<file path="src/logic/ioodr_regs.vh">
// Purpose: shared constants of the output register stage
// Assumes: included by bare name
// Notes:   mode codes for the output path
`ifndef IOODR_REGS_VH
`define IOODR_REGS_VH

`define IOODR_MODE_W        2
`define IOODR_MODE_SDR      2'h0
`define IOODR_MODE_DDR_GEN  2'h1
`define IOODR_MODE_DDR_MEM  2'h2
`define IOODR_RESET_VAL     1'h0

`endif

</file>
<file path="src/logic/ioodr_out_mux.v">
// Purpose: clock-steered output multiplexer
// Assumes: sel_clk is a clock-like select, used unsampled
// Notes:   high phase shows rise data, low phase fall data
`timescale 1ns/1ps
module ioodr_out_mux #(
  parameter WIDTH = 1
) (
  sel_clk,
  rise_in,
  fall_in,
  mux_out
);
  input  wire             sel_clk;
  input  wire [WIDTH-1:0] rise_in;
  input  wire [WIDTH-1:0] fall_in;
  output wire [WIDTH-1:0] mux_out;

  // two bits per select period
  assign mux_out = sel_clk ? rise_in : fall_in;
endmodule

</file>
<file path="src/logic/ioodr_output_reg.v">
// Purpose: output register stage of a programmable io cell
// Assumes: core_clk drives both edges; strobe clock is 90 degrees behind
// Notes:   memory mode exists only when MEM_EDGE is set
`timescale 1ns/1ps
`include "ioodr_regs.vh"

module ioodr_output_reg #(
  parameter WIDTH    = 1,
  parameter MEM_EDGE = 1
) (
  core_clk,
  reset,
  out_mode,
  sdr_latch_sel,
  first_data_in,
  second_data_in,
  strobe_shifted_quarter_clock,
  pad_data_out
);
  input  wire                     core_clk;
  input  wire                     reset;
  input  wire [`IOODR_MODE_W-1:0] out_mode;
  input  wire                     sdr_latch_sel;
  input  wire [WIDTH-1:0]         first_data_in;
  input  wire [WIDTH-1:0]         second_data_in;
  input  wire                     strobe_shifted_quarter_clock;
  output reg  [WIDTH-1:0]         pad_data_out;

  reg  [WIDTH-1:0] rise_stage_reg_q;
  reg  [WIDTH-1:0] second_capt_q;
  reg  [WIDTH-1:0] fall_stage_reg_q;
  reg  [WIDTH-1:0] sdr_latch;
  reg  [WIDTH-1:0] sdr_hold_q;
  wire [WIDTH-1:0] ddr_out;
  wire             mem_mode;
  wire             mux_sel;

  assign mem_mode = (MEM_EDGE != 0) && (out_mode == `IOODR_MODE_DDR_MEM);

  // rising edge capture of both inputs
  always @(posedge core_clk) begin
    if (reset) begin
      rise_stage_reg_q <= {WIDTH{`IOODR_RESET_VAL}};
      second_capt_q    <= {WIDTH{`IOODR_RESET_VAL}};
    end else begin
      rise_stage_reg_q <= first_data_in;
      second_capt_q    <= second_data_in;
    end
  end

  // falling edge retime of the second input and hold of the first
  always @(negedge core_clk) begin
    if (reset) begin
      fall_stage_reg_q <= {WIDTH{`IOODR_RESET_VAL}};
      sdr_hold_q       <= {WIDTH{`IOODR_RESET_VAL}};
    end else begin
      fall_stage_reg_q <= second_capt_q;
      sdr_hold_q       <= first_data_in;
    end
  end

  // level latch, transparent while core_clk is high, holds the falling edge value
  always @* begin
    if (reset) begin
      sdr_latch = {WIDTH{`IOODR_RESET_VAL}};
    end else if (core_clk) begin
      sdr_latch = first_data_in;
    end else begin
      sdr_latch = sdr_hold_q;
    end
  end

  assign mux_sel = mem_mode ? strobe_shifted_quarter_clock : core_clk;

  ioodr_out_mux #(
    .WIDTH (WIDTH)
  ) u_mux (
    .sel_clk (mux_sel),
    .rise_in (rise_stage_reg_q),
    .fall_in (fall_stage_reg_q),
    .mux_out (ddr_out)
  );

  // pad source by mode
  always @* begin
    case (out_mode)
      `IOODR_MODE_SDR: begin
        pad_data_out = sdr_latch_sel ? sdr_latch : rise_stage_reg_q;
      end
      `IOODR_MODE_DDR_GEN: begin
        pad_data_out = ddr_out;
      end
      `IOODR_MODE_DDR_MEM: begin
        pad_data_out = ddr_out;
      end
      default: begin
        pad_data_out = rise_stage_reg_q;
      end
    endcase
  end
endmodule

</file>
<file path="config.mk">
export PLATFORM = sky130hd
export DESIGN_NAME = ioodr_output_reg
export DESIGN_NICKNAME = d
export VERILOG_FILES = /design/src/logic/ioodr_out_mux.v /design/src/logic/ioodr_output_reg.v
export VERILOG_INCLUDE_DIRS = /design/src /design/src/logic
export SDC_FILE = /design/constraint.sdc
export NUM_CORES = 1
export LEC_CHECK = 0
export ABC_AREA = 1
export BUFFER_PORTS_ARGS = -buffer_cell sky130_fd_sc_hd__buf_4
export CAP_MARGIN = 20
export CORE_AREA = 2 2 39 41
export CTS_CLUSTER_SIZE = 12
export DETAILED_ROUTE_END_ITERATION = 10
export DIE_AREA = 0 0 41 43
export SLEW_MARGIN = 10
export SYNTH_ARGS = -nofsm -noshare
export SYNTH_HDL_FRONTEND = slang
export SYNTH_HIERARCHICAL = 1
export SYNTH_SLANG_ARGS = --single-unit
</file>
<file path="constraint.sdc">
create_clock -name core_clk -period 1.59 [get_ports core_clk]
set_clock_uncertainty 0.15 [all_clocks]
set_input_delay 0.2385 -clock core_clk [delete_from_list [all_inputs] [get_ports core_clk]]
set_output_delay 0.2385 -clock core_clk [all_outputs]
set_load 0.03 [all_outputs]
</file>
==> results.txt, run 1 <==
Final nets = 69
Initial Util = 16.7%
Final Util = 32.0%
Fin. Hold Viols = 0
Via density = 3.86
CTS tree = built
Yosys reg bits = 4
Vias in the first global route = 364
Critical path cell sequence = inv_2, nand2_2, nand3_2, nand2_2, nand2_2, a21oi_4, buf_6
Worst EP required = 1.20 ns
Seq pwr share = 18.6%
Post-synth net total = 45
Yosys top cell area share = 34.6%
Avg Synthesized Cell Area = 6.81 um2
DRT iter0 DRCs = 2
Rows = 14
Max cap viols = 0
Via count = 278
Status = finished with violations
Peak supply drop = 0.482 mV
YS warnings = 6
Unrepaired setup endpoints after global routing = yes
Power share of the clock group = 74.3%
Slew Limit Fails = 0
Largest area contributor in the netlist = dfxtp_1
Area contributors post-synth = dfxtp_1 (35%), ha_1 (16%), inv_1 (15%)
DRT Wirelength = 587 um
Overall global routing resource usage = 10.1%
Primary FF master, synth = dfxtp_1
# diodes = 0
Synth cell count leaders = inv_1 (9), nand2_1 (8), dfxtp_1 (4), nor2_1 (4), ha_1 (3)
Wirelength per Cell = 8.15 um
Cell Area, Synth = 231 um2
Post-synth ARST share = 0%
Comb power frac = 7.1%
Violated checks = setup timing
Pre-antenna DRT Iters = 4
Largest net degree at the start of global routing = 4
Fin Hold WS = 0.452 ns
Slew margin rel. = 84.4%
Antenna-violating nets left = 0
Worst path most repeated cell = nand2_2
Internal power = 370 uW
Least-Margin Pin Slew = 0.232 ns
PD cells = 1320 nW/um2
Setup bufs post-CTS = 0
Die ar. = 1760 um2
WS Path Type = reg2out
Worst Path Max Fanout = 1
Initial antenna violation count = 0
Slowest Stage Delay on Critical Path = 0.31 ns
Core Footprint = 1380 um2
LEAKAGE = 0.247 nW
Count of cell types in the netlist = 11
Slowest-stage cell, CP = dfxtp_2
Net Switching = 213 uW
CP Launch Type = register
EDFF count, synth = 0
Buffers on Ports = 8
Reg clk slew, reported paths = 0.06 ns
Critical path's top delay family = flip-flops
Syn Inst Count = 34
GPL Wtd Cong = 0.688
Final worst slack = -0.859 ns
Die height = 43 um
Remaining global-route overflow = 0
First-pass GRT wire length = 1050 um
Boundary Pins = 9
Worst-Skew Late Latency = 0.43 ns
Die width = 41 um
Final routed DRC violation total = 0
Switching share of power = 36.6%
Hold crit path type = in2reg
Seq/Total Area, Yosys = 34.6%
Final setup fails = 3
Worst path bufs/invs = 2
Most common cell in the netlist = inv_1
CP arrival = 2.06 ns
Area delta synth->final = 91.4%
Share of cells above drive strength 1 = 55.4%
TNS Setup = -0.859 ns
Worst setup EP type = primary output
## metrics by stage
step                setup slack (ns)  area [um2]  std cells  total power [mW]
floorplan                     -0.361         239         34             0.214
global placement              -0.404         342         61             0.244
detailed placement            -0.404         342         61             0.244
CTS                           -0.876         435         73             0.567
global route                  -0.933         443         72             0.642
finish                        -0.859         443         72             0.583
## kinds of logic after synthesis
kind of cell / share of synthesized area [%]
buffers and inverters: 16.2
AO/OA/AOI/OAI: 11.3
adder cells (fa/ha/maj): 16.2
flip-flops: 34.6
AND/OR/NAND/NOR: 21.6
## state kept, by name (all words and copies together) (netlist names)
signal,count
sdr_hold_q,1
rise_stage_reg_q,1
fall_stage_reg_q,1
second_capt_q,1
## routing by layer
metal  up-vias  wire, um  global-route usage, %
met5         -         0                      0
met4         0        36                   18.0
met3         6        79                   12.6
met2        15       290                   10.6
met1       115       180                   5.13
li1        142         -                      -
## layout by cell type, fill, tap and decap left out
| master | instances |
|---|---|
| buf_4 | 10 |
| inv_1 | 8 |
| clkbuf_4 | 6 |
| inv_2 | 5 |
| nand2_1 | 5 |
| nor2_1 | 3 |
| nand2_2 | 3 |
| ha_1 | 3 |
| dfxtp_1 | 2 |
| dlygate4sd3_1 | 2 |
| dfxtp_2 | 2 |
| nand3_2 | 1 |
| o21a_1 | 1 |
| a21oi_2 | 1 |
| a21oi_4 | 1 |
| o21ai_0 | 1 |
| nor2_2 | 1 |
| buf_6 | 1 |
## cell type report
type | count | area [um2]
multi-input cells | 20 | 140
flip-flops and latches | 4 | 82.6
well taps | 16 | 20.0
repair buffers | 12 | 95.1
fillers | 164 | 941
clock buffers | 7 | 56.3
inverters | 8 | 30.0
clock inverters | 5 | 18.8
## path summary, 6_finish.rpt
check,startpoint,end,slack (ns),cells past startpoint
hold / removal,reset,second_capt_q,0.45,3
setup / recovery,sdr_hold_q,pad_data_out,-0.86,7
setup reg to reg,second_capt_q,fall_stage_reg_q,0.23,2
hold reg to reg,second_capt_q,fall_stage_reg_q,1.00,2
## what timing repair did
action	CTS	global route
setup endpoints to repair	5	6
hold buffers	3	0
endpoints found under the hold margin	2	0
gates resized for setup	3	7
pin swaps	0	3
## power by group through the flow
| stage | Combinational, mW | Clock [mW] | Sequential [mW] |
|---|---|---|---|
| 2_1_floorplan | 0.0117 | 0.0934 | 0.109 |
| 3_3_place_gp | 0.0340 | 0.100 | 0.109 |
| 3_5_place_dp | 0.0345 | 0.100 | 0.109 |
| 4_1_cts | 0.0406 | 0.419 | 0.108 |
| 5_1_grt | 0.0476 | 0.485 | 0.109 |
| 6_report | 0.0413 | 0.433 | 0.109 |
## tightest hold or removal path, stage by stage
cell	delay (ns)
buf_4	0.10
nor2_1	0.04
dlygate4sd3_1	0.54
Note: power is estimated with default switching activity, not from simulation.
==> run 2: changes to the inputs <==
==> constraint.sdc (replaced) <==
create_clock -name core_clk -period 3.1 [get_ports core_clk]
set_clock_uncertainty 0.15 [all_clocks]
set_input_delay 0.465 -clock core_clk [delete_from_list [all_inputs] [get_ports core_clk]]
set_output_delay 0.465 -clock core_clk [all_outputs]
set_load 0.03 [all_outputs]
==> run 2 against run 1 <==
Effect of this change: the run still ends with setup timing left; worst hold slack lost 0.33 ns; register-to-register slack gained 0.75 ns; utilization shrank 4.1 points; worst setup slack gained 0.55 ns; highest routed layer is now met3; global-route usage shrank 1.6 points; critical path type unchanged; sequential share of layout area grew 2.7 points; critical path depth is the same; sequential power shrank 49%; total power shrank 50%.
==> results.txt, run 2 (synthesized netlist as in run 1, its figures left out) <==
Least-Margin Pin Slew = 0.237 ns
Slew Limit Fails = 0
Via density = 3.69
Worst path most repeated cell = nand2_1
Slowest-stage cell, CP = dfxtp_2
Unrepaired setup endpoints after global routing = yes
First-pass GRT wire length = 897 um
Final routed DRC violation total = 0
Peak supply drop = 0.369 mV
Final nets = 64
Area delta synth->final = 67.0%
Worst EP required = 2.48 ns
DRT iter0 DRCs = 5
Most frequent cells in the layout = inv_1 (8), nand2_1 (7), buf_4 (7), clkbuf_4 (6), inv_2 (5)
Worst-Skew Late Latency = 0.43 ns
LEAKAGE = 0.223 nW
Placed Cells = 58
Largest net degree at the start of global routing = 5
Die height = 43 um
Antenna-violating nets left = 0
Buffers on Ports = 8
DRT Wirelength = 506 um
Pre-antenna DRT Iters = 3
Worst setup EP type = primary output
Boundary Pins = 9
Initial antenna violation count = 0
Placed wire-length estimate = 337 um
Status = finished with violations
Commonest non-fill, non-tap cell in the layout = inv_1
CP Launch Type = register
Final setup fails = 3
Post-CTS resize count = 2
Slew margin rel. = 84.0%
Vias in the first global route = 312
Reg clk slew, reported paths = 0.06 ns
Worst slack, placed = 0.162 ns
Post-place instance area = 312 um2
Filler instances = 162
Slowest Stage Delay on Critical Path = 0.31 ns
Worst Path Max Fanout = 1
CTS Hold Bufs = 0
Die ar. = 1760 um2
Fin. Hold Viols = 0
Wirelength per Cell = 7.44 um
Via count = 251
Remaining global-route overflow = 0
Initial Util = 16.7%
Fin Hold WS = 0.126 ns
GPL Wtd Cong = 0.651
Core Footprint = 1380 um2
CP arrival = 2.79 ns
Rows = 14
Die width = 41 um
CTS tree = built
Violated checks = setup timing
Share of cells above drive strength 1 = 48.1%
Overall global routing resource usage = 8.51%
# diodes = 0
Cell area after layout = 387 um2
Total design power = 289 uW
Hold crit path type = in2reg
Critical path cell sequence = inv_2, nand2_2, nand3_2, nand2_1, nand2_1, a21oi_2, buf_6
Setup bufs post-CTS = 0
Max cap viols = 0
PD cells = 748 nW/um2
Finished Layout Cells = 68
WS Path Type = reg2out
Final worst slack = -0.310 ns
## run 2: changes by cell type in the layout (fill, tap and decap cells not counted), sizes merged
cell / before / now
buf: 11 / 8
clkinv: 0 / 1
dlygate4sd3: 2 / 0
## run 2: worst paths after layout
check	to	startpoint	depth (start not counted)	slack, ns
min	second_capt_q	reset	2	0.13
max	pad_data_out	sdr_hold_q	7	-0.31
min reg2reg	fall_stage_reg_q	second_capt_q	2	1.75
max reg2reg	fall_stage_reg_q	second_capt_q	2	0.98
## run 2: layout make-up
type                       instances  area (um2)  area share [%]
multi-input combinational         20         121            31.4
tap                               16        20.0            5.18
clock buffer                       7        56.3            14.6
clock inverter                     6        23.8            6.15
timing repair buffer               7        52.6            13.6
inverter                           8        30.0            7.77
sequential                         4        82.6            21.4
## run 2: through the flow
| step | utilization (%) | setup TNS (ns) |
|---|---|---|
| floorplan | - | 0 |
| global placement | 22.5 | 0 |
| detailed placement | 22.5 | 0 |
| CTS | 27.6 | -0.364 |
| global route | 27.9 | -0.410 |
| finish | 27.9 | -0.310 |
## run 2: critical path, delay by kind of cell (launching register included)
family	cells	cell delay (ns)
simple gates	4	0.20
flops	1	0.31
compound gates	1	0.13
buf+inv	2	0.17
## run 2: per-layer routing
layer,wire [um],share of wire [%],up-vias,track usage [%]
li1,-,-,133,-
met1,189,37,108,5.10
met2,254,50,10,10.0
met3,61,12,0,13.1
met4,0,0,0,8.00
met5,0,0,-,0
## run 2: report_power, final
group          internal, mW  total (mW)  switching, mW
Combinational       0.00852      0.0150        0.00649
Clock                 0.122       0.219         0.0970
Sequential           0.0546      0.0557        0.00116
==> run 3: changes to the inputs <==
--- a/config.mk
+++ b/config.mk
@@ -6,7 +6,6 @@
 export SDC_FILE = /design/constraint.sdc
 export NUM_CORES = 1
 export LEC_CHECK = 0
-export ABC_AREA = 1
 export BUFFER_PORTS_ARGS = -buffer_cell sky130_fd_sc_hd__buf_4
 export CAP_MARGIN = 20
 export CORE_AREA = 2 2 39 41
==> run 3 against run 2 <==
Effect of this change: the flow still finishes with violations (setup timing); die area did not move; utilization fell by 1.9 points; first-iteration DRC count fell by 20%; highest routed layer is now met4.
==> results.txt, run 3 <==
Status = finished with violations
Violated checks = setup timing
Area delta synth->final = 66.5%
DRT Wirelength = 493 um
Count of cell types in the netlist = 12
Rows = 14
Yosys top cell area share = 37.0%
Remaining global-route overflow = 0
Via density = 3.70
Placed wire-length estimate = 350 um
Vias in the first global route = 234
Routed length on met1 = 177 um
FF-to-FF Start = second_capt_q
Compound-Gate Fraction of Synth Area = 4.62%
Pre-antenna DRT Iters = 2
WS Path Type = reg2out
RR Endpoint = fall_stage_reg_q
Die width = 41 um
Worst Path Max Fanout = 1
Die ar. = 1760 um2
Unrepaired setup endpoints after global routing = yes
Mux cell area share after synthesis = 12.1%
Reg clk slew, reported paths = 0.04 ns
CTS tree = built
Share of cells above drive strength 1 = 40.0%
Core Footprint = 1380 um2
GPL Wtd Cong = 0.648
PD cells = 722 nW/um2
Buffers on Ports = 8
Cell Area, Synth = 216 um2
Worst EP required = 2.48 ns
Worst setup EP type = primary output
YS warnings = 6
Most frequent cells in the layout = buf_4 (7), clkbuf_4 (6), inv_1 (5), nor2b_1 (4), dfxtp_1 (4)
Simple-gate area share of the yosys netlist = 23.7%
EDFF count, synth = 0
Synth cell count leaders = dfxtp_1 (4), nor2b_1 (4), ha_1 (3), inv_1 (3), o21ai_0 (2)
Initial antenna violation count = 0
Least-Margin Pin Slew = 0.250 ns
Die height = 43 um
Post-synth net total = 34
First-pass GRT wire length = 786 um
Overall global routing resource usage = 8.44%
Commonest non-fill, non-tap cell in the layout = buf_4
Reg2reg setup slack = 0.96 ns
End point of the critical path = pad_data_out
Largest family of logic cells by synthesized area = simple AND/OR/NAND/NOR gates
Max cap viols = 0
Boundary Pins = 9
Placed Cells = 47
CP Launch Type = register
Cell area after layout = 360 um2
Peak supply drop = 0.254 mV
Total design power = 260 uW
LEAKAGE = 0.189 nW
Final worst slack = -0.343 ns
# diodes = 0
Critical path launch point = sdr_hold_q
Syn Inst Count = 23
Primary FF master, synth = dfxtp_1
Met2 wire length = 247 um
DRT iter0 DRCs = 4
Final nets = 52
Met3 wire length = 54 um
Post-place instance area = 297 um2
Post-synth ARST share = 0%
Final routed DRC violation total = 0
Area contributors post-synth = dfxtp_1 (37%), ha_1 (17%), nor2b_1 (12%)
Seq/Total Area, Yosys = 37.0%
Finished Layout Cells = 56
Fin. Hold Viols = 0
Yosys reg bits = 4
Adder-Cell Fraction of Synth Area = 17.3%
Largest area contributor in the netlist = dfxtp_1
Slew margin rel. = 83.2%
Largest net degree at the start of global routing = 5
Slowest Stage Delay on Critical Path = 0.29 ns
Filler instances = 155
Worst-Skew Late Latency = 0.41 ns
Final Util = 26.0%
Final setup fails = 1
Avg Synthesized Cell Area = 9.41 um2
Initial Util = 15.6%
Via count = 207
Setup bufs post-CTS = 0
Slew Limit Fails = 0
Slowest-stage cell, CP = dfxtp_1
Reg2Reg Depth = 1
Uppermost layer routed = met4
Wirelength per Cell = 8.80 um
Post-synthesis xor/xnor area fraction = 0%
Critical path cell sequence = mux2_4, nand4_1, nand3_1, buf_6
Antenna-violating nets left = 0
Hold crit path type = in2reg
CP arrival = 2.83 ns
-- run 3: changes by cell type in the layout (fill, tap and decap cells not counted), sizes merged, moves of 2 or more --
cell,before,now
a21oi,2,0
inv,13,5
mux2,0,2
nand2,8,1
nor2,4,1
nor2b,0,4
-- run 3: through the flow --
step / hold slack (ns) / TNS (ns) / worst slack, ns
6_report: 0.164 / -0.343 / -0.343
5_1_grt: 0.148 / -0.426 / -0.426
4_1_cts: 0.154 / -0.368 / -0.368
3_5_place_dp: 0.521 / 0 / 0.0888
3_3_place_gp: 0.515 / 0 / 0.0927
2_1_floorplan: 0.387 / 0 / 0.0661
-- run 3: cell families (layout without fill, tap and decap cells) --
| kind of cell | count (synthesis) | after routing |
|---|---|---|
| adders and majority gates | 3 | 3 |
| DFF | 4 | 4 |
| buffers and inverters | 3 | 20 |
| AOI/OAI and AO/OA | 2 | 2 |
| and+or+nand+nor | 9 | 9 |
| muxes | 2 | 2 |
-- run 3: final cells by class --
type	count	area [um2]	area share (%)
multi-input cells	16	129	35.8
flip-flops and latches	4	80.1	22.2
clock buffers	8	60.1	16.7
repair buffers	7	52.6	14.6
well taps	16	20.0	5.56
clock inverters	3	11.3	3.12
inverters	2	7.51	2.08
-- run 3: critical path: cells and delay by family, from the launching register on --
| kind | cells | cell delay (ns) |
|---|---|---|
| mux | 1 | 0.26 |
| flops | 1 | 0.29 |
| buf+inv | 1 | 0.15 |
| simple gates | 2 | 0.17 |
-- run 3: power by group --
part           switching, mW  leakage [nW]  internal [mW]
logic                0.00561        0.0799        0.00863
clock network         0.0642        0.0757          0.126
registers           0.000851        0.0332         0.0544
total                 0.0707         0.189          0.189
-- run 3: layer usage --
metal,GRT usage [%],vias to the layer above
li1,-,108
met5,0,-
met1,4.84,87
met3,12.0,2
met4,12.7,0
met2,8.44,10
-- run 3: timing repair --
item / in CTS / in global routing
gates resized for setup: 2 / 0
setup endpoints to repair: 1 / 1
hold buffers: 0 / 0
pin swaps: 2 / 0
-- run 3: how the worst min path moves through the flow --
stage	startpoint	endpoint	slack [ns]	cells after the start
global placement	reset	second_capt_q	0.51	2
CTS	reset	second_capt_q	0.15	2
detailed placement	reset	second_capt_q	0.52	2
floorplan	reset	second_capt_q	0.39	1
global route	reset	second_capt_q	0.15	2
finish	reset	second_capt_q	0.16	2
